===== src/hw/mio_pkg.sv =====
// Constants shared by the motion input/output configuration block.
package mio_pkg;

   // ---------------------------------------------------------------
   // Bus widths
   // ---------------------------------------------------------------
   localparam int ADDR_W = 8;
   localparam int DATA_W = 32;

   // ---------------------------------------------------------------
   // Register byte offsets
   // ---------------------------------------------------------------
   localparam logic [7:0] OFS_CFG = 8'h00;
   localparam logic [7:0] OFS_RB0 = 8'h04;
   localparam logic [7:0] OFS_RB1 = 8'h08;
   localparam logic [7:0] OFS_RB2 = 8'h0C;
   localparam logic [7:0] OFS_RB3 = 8'h10;
   localparam logic [7:0] OFS_RB4 = 8'h14;
   localparam logic [7:0] OFS_RB5 = 8'h18;
   localparam logic [7:0] OFS_STAT = 8'h1C;
   localparam logic [7:0] OFS_MASK = 8'h20;
   localparam logic [7:0] OFS_OUT_PORT = 8'h24;
   localparam logic [7:0] OFS_OUT_SET = 8'h28;
   localparam logic [7:0] OFS_OUT_CLR = 8'h2C;
   localparam logic [7:0] OFS_OUT_BIT = 8'h30;
   localparam logic [7:0] OFS_IN = 8'h34;

   // ---------------------------------------------------------------
   // Configuration fields: six signed nibbles, argument k at bits 4k+3:4k
   // ---------------------------------------------------------------
   localparam int FLD_W = 4;
   localparam int FLD_N = 6;
   localparam int FLD_LIMIT = 0;
   localparam int FLD_HOME = 1;
   localparam int FLD_LATCH = 2;
   localparam int FLD_SELAB = 3;
   localparam int FLD_ABORT = 4;
   localparam int FLD_AMPMAP = 5;
   localparam logic [3:0] NIB_POS = 4'h1;
   localparam logic [3:0] NIB_NEG = 4'hF;
   localparam logic [3:0] NIB_ZERO = 4'h0;
   localparam logic [23:0] CFG_RST = 24'h000FFF;

   // ---------------------------------------------------------------
   // Status and mask bits
   // ---------------------------------------------------------------
   localparam int ST_W = 4;
   localparam int ST_LIMIT = 0;
   localparam int ST_LATCH = 1;
   localparam int ST_SELAB = 2;
   localparam int ST_ABORT = 3;

   // ---------------------------------------------------------------
   // Digital outputs
   // ---------------------------------------------------------------
   localparam int DOUT_W = 8;
   localparam int OUT_AMP_IDX = 3;
   localparam int OB_VAL_POS = 8;
   localparam logic [3:0] OUT_NUM_MIN = 4'h1;
   localparam logic [3:0] OUT_NUM_MAX = 4'h8;

endpackage


===== src/hw/mio_sync.sv =====
// Two flip-flop synchroniser for a bundle of pin inputs.
`timescale 1ns/1ps
`default_nettype none
module mio_sync #(
   parameter int WIDTH = 8
) (
   input wire logic i_clk,
   input wire logic i_rst_n,
   input wire logic [WIDTH-1:0] i_d,
   output logic [WIDTH-1:0] o_q
);

   // ---------------------------------------------------------------
   // Synchroniser stages
   // ---------------------------------------------------------------
   logic [WIDTH-1:0] meta_ff;
   logic [WIDTH-1:0] sync_ff;

   always_ff @(posedge i_clk or negedge i_rst_n) begin
      if (!i_rst_n) begin
         meta_ff <= '0;
         sync_ff <= '0;
      end else begin
         meta_ff <= i_d;
         sync_ff <= meta_ff;
      end
   end

   assign o_q = sync_ff;

endmodule // mio_sync
`default_nettype wire


===== src/hw/mio_top.sv =====
// Input polarity, selective abort and output-4 mapping for a motion controller.
// What this block does
// - Limit inputs active high on 1, low on -1
// - Home high drives forward on 1, backward -1
// - Latch input active high on 1, low -1
// - Selective abort inputs mapped to axes when enabled
// - Selective abort starts position error routine while running
// - Abort stops program unless fifth argument is 1
// - Output 4 becomes amplifier enable when mapped
// - Dedicated amplifier enable unaffected by the mapping
// - Mapped output 4 follows servo on state
// - Output writes to mapped output 4 ignored
// - Six readbacks return last accepted arguments
//
// The implementer's own choices: the plain strobed port and the address map.
`timescale 1ns/1ps
`default_nettype none
module mio_top #(
   parameter int AXES = 8,
   parameter int GPIN_W = 16
) (
   input wire logic I_CLK,
   input wire logic I_RSTN,
   input wire logic [7:0] I_ADDR,
   input wire logic [31:0] I_WDATA,
   input wire logic I_WR,
   input wire logic I_RD,
   output logic [31:0] O_RDATA,
   input wire logic [AXES-1:0] I_LIM_FWD,
   input wire logic [AXES-1:0] I_LIM_REV,
   input wire logic [AXES-1:0] I_HOME,
   input wire logic [AXES-1:0] I_LATCH,
   input wire logic [GPIN_W-1:0] I_GPIN,
   input wire logic I_ABORT,
   input wire logic I_PROG_RUN,
   input wire logic I_SERVO_ON,
   output logic [AXES-1:0] O_LIM_FWD_ACT,
   output logic [AXES-1:0] O_LIM_REV_ACT,
   output logic [AXES-1:0] O_HOME_FWD,
   output logic [AXES-1:0] O_LATCH_ACT,
   output logic [7:0] O_SEL_ABORT,
   output logic [GPIN_W-1:0] O_GPIN,
   output logic O_LIMIT_EVENT,
   output logic O_PROG_STOP,
   output logic O_POSITION_ERROR_ROUTINE_START,
   output logic O_AMP_EN,
   output logic [7:0] O_DOUT,
   output logic O_IRQ
);

   // ---------------------------------------------------------------
   // Functions
   // ---------------------------------------------------------------
   function automatic logic [3:0] fld(input logic [23:0] cfg, input int k);
      fld = cfg[k*mio_pkg::FLD_W +: mio_pkg::FLD_W];
   endfunction

   function automatic logic legal_sign(input logic [3:0] n);
      legal_sign = (n == mio_pkg::NIB_POS) || (n == mio_pkg::NIB_NEG);
   endfunction

   function automatic logic legal_flag(input logic [3:0] n);
      legal_flag = (n == mio_pkg::NIB_POS) || (n == mio_pkg::NIB_ZERO);
   endfunction

   function automatic logic [31:0] sext(input logic [3:0] n);
      sext = {{28{n[3]}}, n};
   endfunction

   function automatic logic [7:0] sel_map(input logic [15:0] g);
      sel_map = {g[15:12], g[7:4]};
   endfunction

   function automatic logic out_hit(input logic [3:0] num);
      out_hit = (num >= mio_pkg::OUT_NUM_MIN) && (num <= mio_pkg::OUT_NUM_MAX);
   endfunction

   // ---------------------------------------------------------------
   // Reset release
   // ---------------------------------------------------------------
   logic rst_meta_ff;
   logic rst_n;
   logic [4:0] settle_ff;

   // Limit and latch events are held off until the synchronisers carry real pin samples.
   always_ff @(posedge I_CLK or negedge I_RSTN) begin
      if (!I_RSTN) begin
         rst_meta_ff <= 1'b0;
         rst_n <= 1'b0;
         settle_ff <= 5'h00;
      end else begin
         rst_meta_ff <= 1'b1;
         rst_n <= rst_meta_ff;
         settle_ff <= {settle_ff[3:0], 1'b1};
      end
   end

   // ---------------------------------------------------------------
   // Pin synchronisation
   // ---------------------------------------------------------------
   localparam int PIN_W = 4 * AXES + GPIN_W + 1;
   logic [PIN_W-1:0] pins_s;
   logic [AXES-1:0] lim_fwd_s;
   logic [AXES-1:0] lim_rev_s;
   logic [AXES-1:0] home_s;
   logic [AXES-1:0] latch_s;
   logic [GPIN_W-1:0] gpin_s;
   logic abort_s;

   mio_sync #(.WIDTH(PIN_W)) u_sync (
      .i_clk(I_CLK),
      .i_rst_n(rst_n),
      .i_d({I_LIM_FWD, I_LIM_REV, I_HOME, I_LATCH, I_GPIN, I_ABORT}),
      .o_q(pins_s)
   );

   assign {lim_fwd_s, lim_rev_s, home_s, latch_s, gpin_s, abort_s} = pins_s;

   // ---------------------------------------------------------------
   // Configuration register
   // ---------------------------------------------------------------
   logic [23:0] cfg_ff;
   logic wr_cfg;
   logic lim_hi;
   logic home_fwd;
   logic latch_hi;
   logic sel_en;
   logic abort_keep;
   logic amp_map;

   assign wr_cfg = I_WR && (I_ADDR == mio_pkg::OFS_CFG);
   assign lim_hi = fld(cfg_ff, mio_pkg::FLD_LIMIT) == mio_pkg::NIB_POS;
   assign home_fwd = fld(cfg_ff, mio_pkg::FLD_HOME) == mio_pkg::NIB_POS;
   assign latch_hi = fld(cfg_ff, mio_pkg::FLD_LATCH) == mio_pkg::NIB_POS;
   assign sel_en = fld(cfg_ff, mio_pkg::FLD_SELAB) == mio_pkg::NIB_POS;
   assign abort_keep = fld(cfg_ff, mio_pkg::FLD_ABORT) == mio_pkg::NIB_POS;
   assign amp_map = fld(cfg_ff, mio_pkg::FLD_AMPMAP) == mio_pkg::NIB_POS;

   // Fields carrying an illegal value are left as they were.
   always_ff @(posedge I_CLK or negedge rst_n) begin
      if (!rst_n) begin
         cfg_ff <= mio_pkg::CFG_RST;
      end else if (wr_cfg) begin
         for (int k = 0; k < mio_pkg::FLD_N; k++) begin
            if ((k < mio_pkg::FLD_SELAB) ? legal_sign(fld(I_WDATA[23:0], k))
                                         : legal_flag(fld(I_WDATA[23:0], k))) begin
               cfg_ff[k*mio_pkg::FLD_W +: mio_pkg::FLD_W] <= fld(I_WDATA[23:0], k);
            end
         end
      end
   end

   // ---------------------------------------------------------------
   // Switch polarity
   // ---------------------------------------------------------------
   logic [AXES-1:0] nxt_lim_fwd;
   logic [AXES-1:0] nxt_lim_rev;

   assign nxt_lim_fwd = lim_hi ? lim_fwd_s : ~lim_fwd_s;
   assign nxt_lim_rev = lim_hi ? lim_rev_s : ~lim_rev_s;

   always_ff @(posedge I_CLK or negedge rst_n) begin
      if (!rst_n) begin
         O_LIM_FWD_ACT <= '0;
         O_LIM_REV_ACT <= '0;
         O_HOME_FWD <= '0;
         O_LATCH_ACT <= '0;
         O_LIMIT_EVENT <= 1'b0;
      end else begin
         O_LIM_FWD_ACT <= nxt_lim_fwd;
         O_LIM_REV_ACT <= nxt_lim_rev;
         O_HOME_FWD <= home_fwd ? home_s : ~home_s;
         O_LATCH_ACT <= latch_hi ? latch_s : ~latch_s;
         O_LIMIT_EVENT <= settle_ff[4]
            && |((nxt_lim_fwd & ~O_LIM_FWD_ACT) | (nxt_lim_rev & ~O_LIM_REV_ACT));
      end
   end

   // ---------------------------------------------------------------
   // Selective abort and abort input
   // ---------------------------------------------------------------
   logic [7:0] sel_d_ff;
   logic abort_d_ff;
   logic [7:0] sel_rise;
   logic abort_rise;

   assign sel_rise = O_SEL_ABORT & ~sel_d_ff;
   assign abort_rise = abort_s & ~abort_d_ff;

   always_ff @(posedge I_CLK or negedge rst_n) begin
      if (!rst_n) begin
         O_SEL_ABORT <= 8'h00;
         O_GPIN <= '0;
         sel_d_ff <= 8'h00;
         abort_d_ff <= 1'b0;
         O_POSITION_ERROR_ROUTINE_START <= 1'b0;
         O_PROG_STOP <= 1'b0;
      end else begin
         O_SEL_ABORT <= sel_en ? sel_map(gpin_s) : 8'h00;
         O_GPIN <= sel_en ? (gpin_s & ~16'hF0F0) : gpin_s;
         sel_d_ff <= O_SEL_ABORT;
         abort_d_ff <= abort_s;
         O_POSITION_ERROR_ROUTINE_START <= sel_en && I_PROG_RUN && (|sel_rise);
         O_PROG_STOP <= abort_rise && !abort_keep;
      end
   end

   // ---------------------------------------------------------------
   // Digital outputs and amplifier enable
   // ---------------------------------------------------------------
   logic [7:0] gpo_ff;
   logic [7:0] keep4;
   logic [3:0] out_num;
   logic [2:0] out_idx;

   assign keep4 = amp_map ? (8'h01 << mio_pkg::OUT_AMP_IDX) : 8'h00;
   assign out_num = I_WDATA[3:0];
   assign out_idx = 3'(out_num - 4'h1);

   always_ff @(posedge I_CLK or negedge rst_n) begin
      if (!rst_n) begin
         gpo_ff <= 8'h00;
      end else if (I_WR) begin
         unique case (I_ADDR)
            mio_pkg::OFS_OUT_PORT: begin
               gpo_ff <= (gpo_ff & keep4) | (I_WDATA[7:0] & ~keep4);
            end
            mio_pkg::OFS_OUT_SET: begin
               if (out_hit(out_num) && !keep4[out_idx]) begin
                  gpo_ff[out_idx] <= 1'b1;
               end
            end
            mio_pkg::OFS_OUT_CLR: begin
               if (out_hit(out_num) && !keep4[out_idx]) begin
                  gpo_ff[out_idx] <= 1'b0;
               end
            end
            mio_pkg::OFS_OUT_BIT: begin
               if (out_hit(out_num) && !keep4[out_idx]) begin
                  gpo_ff[out_idx] <= I_WDATA[mio_pkg::OB_VAL_POS];
               end
            end
            default: begin
               gpo_ff <= gpo_ff;
            end
         endcase
      end
   end

   always_ff @(posedge I_CLK or negedge rst_n) begin
      if (!rst_n) begin
         O_AMP_EN <= 1'b0;
         O_DOUT <= 8'h00;
      end else begin
         O_AMP_EN <= I_SERVO_ON;
         O_DOUT <= amp_map ? ((gpo_ff & ~keep4) | ({8{I_SERVO_ON}} & keep4)) : gpo_ff;
      end
   end

   // ---------------------------------------------------------------
   // Event status, mask and interrupt
   // ---------------------------------------------------------------
   logic [3:0] stat_ff;
   logic [3:0] mask_ff;
   logic [3:0] ev;
   logic [3:0] stat_clr;
   logic [AXES-1:0] latch_d_ff;

   assign ev = {abort_rise, |sel_rise, settle_ff[4] && |(O_LATCH_ACT & ~latch_d_ff), O_LIMIT_EVENT};
   assign stat_clr = (I_WR && I_ADDR == mio_pkg::OFS_STAT) ? I_WDATA[3:0] : 4'h0;

   always_ff @(posedge I_CLK or negedge rst_n) begin
      if (!rst_n) begin
         latch_d_ff <= '0;
         stat_ff <= 4'h0;
         mask_ff <= 4'h0;
         O_IRQ <= 1'b0;
      end else begin
         latch_d_ff <= O_LATCH_ACT;
         stat_ff <= (stat_ff & ~stat_clr) | ev;
         if (I_WR && I_ADDR == mio_pkg::OFS_MASK) begin
            mask_ff <= I_WDATA[3:0];
         end
         O_IRQ <= |(stat_ff & mask_ff);
      end
   end

   // ---------------------------------------------------------------
   // Read port
   // ---------------------------------------------------------------
   always_ff @(posedge I_CLK or negedge rst_n) begin
      if (!rst_n) begin
         O_RDATA <= 32'h0000_0000;
      end else if (!I_RD) begin
         O_RDATA <= 32'h0000_0000;
      end else begin
         unique case (I_ADDR)
            mio_pkg::OFS_CFG: O_RDATA <= {8'h00, cfg_ff};
            mio_pkg::OFS_RB0: O_RDATA <= sext(fld(cfg_ff, 0));
            mio_pkg::OFS_RB1: O_RDATA <= sext(fld(cfg_ff, 1));
            mio_pkg::OFS_RB2: O_RDATA <= sext(fld(cfg_ff, 2));
            mio_pkg::OFS_RB3: O_RDATA <= sext(fld(cfg_ff, 3));
            mio_pkg::OFS_RB4: O_RDATA <= sext(fld(cfg_ff, 4));
            mio_pkg::OFS_RB5: O_RDATA <= sext(fld(cfg_ff, 5));
            mio_pkg::OFS_STAT: O_RDATA <= {28'h0000000, stat_ff};
            mio_pkg::OFS_MASK: O_RDATA <= {28'h0000000, mask_ff};
            mio_pkg::OFS_OUT_PORT: O_RDATA <= {24'h000000, O_DOUT};
            mio_pkg::OFS_IN: O_RDATA <= {16'h0000, O_GPIN};
            default: O_RDATA <= 32'h0000_0000;
         endcase
      end
   end
endmodule // mio_top
`default_nettype wire


===== config.mk =====
export PLATFORM = sky130hd
export DESIGN_NAME = mio_top
export DESIGN_NICKNAME = d
export VERILOG_FILES = /design/src/hw/mio_pkg.sv /design/src/hw/mio_sync.sv /design/src/hw/mio_top.sv
export SDC_FILE = /design/constraint.sdc
export NUM_CORES = 1
export LEC_CHECK = 0
export BUFFER_PORTS_ARGS = -buffer_cell sky130_fd_sc_hd__buf_2
export CORE_MARGIN = 2
export CORE_UTILIZATION = 54
export CTS_CLUSTER_SIZE = 8
export DETAILED_ROUTE_END_ITERATION = 10
export HOLD_SLACK_MARGIN = 0.15
export MAX_ROUTING_LAYER = met4
export PLACE_DENSITY = 0.81
export SLEW_MARGIN = 25
export SYNTH_ARGS = -nofsm -noshare
export SYNTH_HDL_FRONTEND = slang
export SYNTH_SLANG_ARGS = --single-unit

===== constraint.sdc =====
create_clock -name I_CLK -period 9.32 [get_ports I_CLK]
set_input_delay 0.932 -clock I_CLK [delete_from_list [all_inputs] [get_ports I_CLK]]
set_output_delay 0.932 -clock I_CLK [all_outputs]
set_load 0.05 [all_outputs]

==> impl_metrics.toml <==
[clock_network]
tritoncts = "done"
clock_sinks = 254
ctsHoldBuffers = 0
cts_made_buffers = 37
cts_max_level = 2
post_cts_buffers = 0
clock_path_buffers = 3
clk_pin_slew_worst_paths_ns = 0.05
cts_resized = 0
cts-root-buf = "clkbuf_16"
clkLatencyLatePin_ns = 0.50

[cells_and_area]
drive_above_1_share = 0.304
multi_input_area_sq_mm = 0.00243
fillerInstances = 1193
nets = 976
instances_no_fill = 1130
layout_commonest_cell = "dfrtp_1"
syn_to_final_growth_pct = 25.0
final_cell_mix = "241 x dfrtp_1, 187 x buf_2, 51 x nand2_1"
seq_area_sq_mm = 0.00637

[setup_path]
cp_max_fo = 30
required_ns = 9.69
cpPeakStageDelay_ns = 0.76
crit_arrival_ns = 3.71
critPathTopFamily = "simple AND/OR/NAND/NOR gates"
crit_buf_inv = 1
crit_path_end_kind = "flip-flop"
start_kind = "input pin"
crit_chain = "buf_2, or3_1, nor3_4, nand2_2, or4_4, mux2_4"
crit_path_top_delay_cell = "nor3_4"
crit_type = "input pin to flip-flop"

[grt]
grt_pass1_wl_um = 30300
gr-usage-all-layers = 0.228
grt_remaining_overflow = 0
antenna_found_initial = 4
grt_max_degree = 84
grt_pass1_vias = 5828

[synthesis]
syn_inst = 677
ys_warn_count = 0
synth_flop_cell = "dfrtp_1"
syn_area_sq_mm = 0.00906
async_reset_ff_frac = 1.00
synth.avg_cell_area_sq_um = 13.4
synth.ff_latch_count = 254
yosysSeqAreaShare = 0.703
yosysUniqueCellTypes = 68
synth_edf_count = 0
syn-num-nets = 775

[floorplan]
start_util = 0.549
die_y_um = 134
die_area_sq_mm = 0.0178
die_w_um = 134
core_sq_mm = 0.0165
core.rowCount = 47
pin_count = 196

[timing]
period_share = 0.358
slew_headroom = 0.309
fmax_mhz = 300
worst_pin_slew_ns = 1.02
final.min_clock_period_ns = 3.34
rsz0062_at_grt = "false"
finalHoldViolations = 0
finalSetupTns_ns = 0
drv_slew = 0
setup-violations-final = 0
fin_skew_ns = 0.0114

[power]
p_int_w = 0.00198
comb_power_share = 0.066
p_per_area_mw_per_mm2 = 227
ir_worst_vdd_v = 0.000195
leakagePower_nw = 5.43
switching_share = 0.227
switching_power_w = 0.000583
power_frac_seq = 0.459
power_w = 0.00257
clkPwrFrac = 0.475

[routing]
antenna_left = 0
drt-vias-per-instance = 5.29
routedWlPerCell_um = 16.9
vias = 5975
dr.pass1.iters = 4
drc = 0
wl_um = 19100
drtIter0Drc = 327

[place]
dpl.cell_count = 1058
globalplace.congestion = 0.947
post-dp-hpwl_um = 13200
io_buffer_count = 187

[flow_run]
cap_violations = 0

[status]
status = "completed"

[worst_hold_path]
hp-class = "input pin to async pin"
-- state kept, by name (all words and copies together), names as in the netlist, 16 cells and up, named ones only --
register        count
u_sync.meta_ff     49
u_sync.o_q         49
O_RDATA            25
cfg_ff             24
O_GPIN             16
-- worst paths after layout --
| path | endpoint | slack (ns) | depth (start not counted) | start |
|---|---|---|---|---|
| worst max-delay path | cfg_ff[16] | 5.98 | 6 | I_ADDR[4] |
| worst min-delay path | settle_ff[2] | 0.25 | 1 | I_RSTN |
| worst max register to register | gpo_ff[1] | 7.03 | 5 | cfg_ff[21] |
| worst min register to register | u_sync.meta_ff[22] | 0.29 | 0 | settle_ff[1] |
| max in group asynchronous | O_RDATA[22] | 7.66 | 2 | settle_ff[1] |
| min in group I_CLK | u_sync.o_q[35] | 0.34 | 0 | u_sync.meta_ff[35] |
-- through the flow --
stage | cell area, sq um | hold slack, ns | setup slack, ns | utilization
CTS | 11300 | 0.228 | 6.04 | 0.683
finish | 11300 | 0.246 | 5.98 | 0.686
global route | 11300 | 0.233 | 5.89 | 0.686
global placement | 10200 | 0.331 | 5.60 | 0.616
detailed placement | 10200 | 0.335 | 5.53 | 0.617
floorplan | 9060 | 0.331 | 1.81 | -
-- power groups by stage --
stage                     Sequential, W  Clock [W]  Combinational (W)
after floorplan                 0.00125          0          0.0000498
after global placement          0.00120          0           0.000163
after detailed placement        0.00120          0           0.000166
after CTS                       0.00118    0.00125           0.000167
after global routing            0.00118    0.00130           0.000183
final                           0.00118    0.00122           0.000169
-- logic make-up (layout without fill, tap and decap cells) --
family          Yosys count  in the layout  share of synthesized area
fa+ha+maj                 3              3                    0.00414
buf+inv                  68            297                     0.0326
xor+xnor                 34             34                     0.0329
compound gates          116            116                     0.0842
other cells               1              5                   0.000414
simple gates            183            183                      0.117
flops                   254            254                      0.703
mux                      18             18                     0.0255
-- layer usage --
metal / GRT usage / wire, um / vias up
li1: - / - / 2755
met1: 0.291 / 7540 / 2914
met2: 0.357 / 9470 / 264
met3: 0.0521 / 1540 / 42
met4: 0.0934 / 567 / 0
met5: - / 0 / -
-- cells in the mapped netlist (all sizes together) (3+ instances only) --
master	instances	share of area
nand3	16	0.0088
a221oi	5	0.0048
nor2b	14	0.0097
or4	7	0.0070
buf	17	0.011
nor3	9	0.0068
nor2	15	0.0062
and2	18	0.012
nand3b	5	0.0041
a22oi	18	0.015
inv	34	0.014
a31oi	9	0.0062
mux2i	4	0.0044
dfrtp	242	0.67
nor4b	6	0.0065
xnor2	33	0.032
o21ai	11	0.0061
dfstp	12	0.035
a211oi	3	0.0025
nand2b	6	0.0041
or4b	3	0.0037
mux2	12	0.016
clkbuf	16	0.0066
nor4	5	0.0058
nand4	5	0.0035
nand2	52	0.022
ha	3	0.0041
a21oi	27	0.015
or3	8	0.0061
o22ai	23	0.016
a21o	6	0.0050
and3	6	0.0041
nor3b	3	0.0025
-- worst register-to-register path, stage by stage, from the launching register on --
cell and delay [ns]:
dfrtp_1 0.42, nor4b_1 0.91, nand3_1 0.14, nand4_1 0.19, nand2_1 0.20, a221oi_1 0.33
-- area by class of cell --
class	instances	area share
multi-input combinational	355	0.215
clock inverter	1	0.000773
inverter	35	0.0116
timing repair buffer	195	0.0890
tap	220	0.0243
antenna	4	0.000883
clock buffer	66	0.0960
sequential	254	0.563
(Power assumes the default switching activity.)
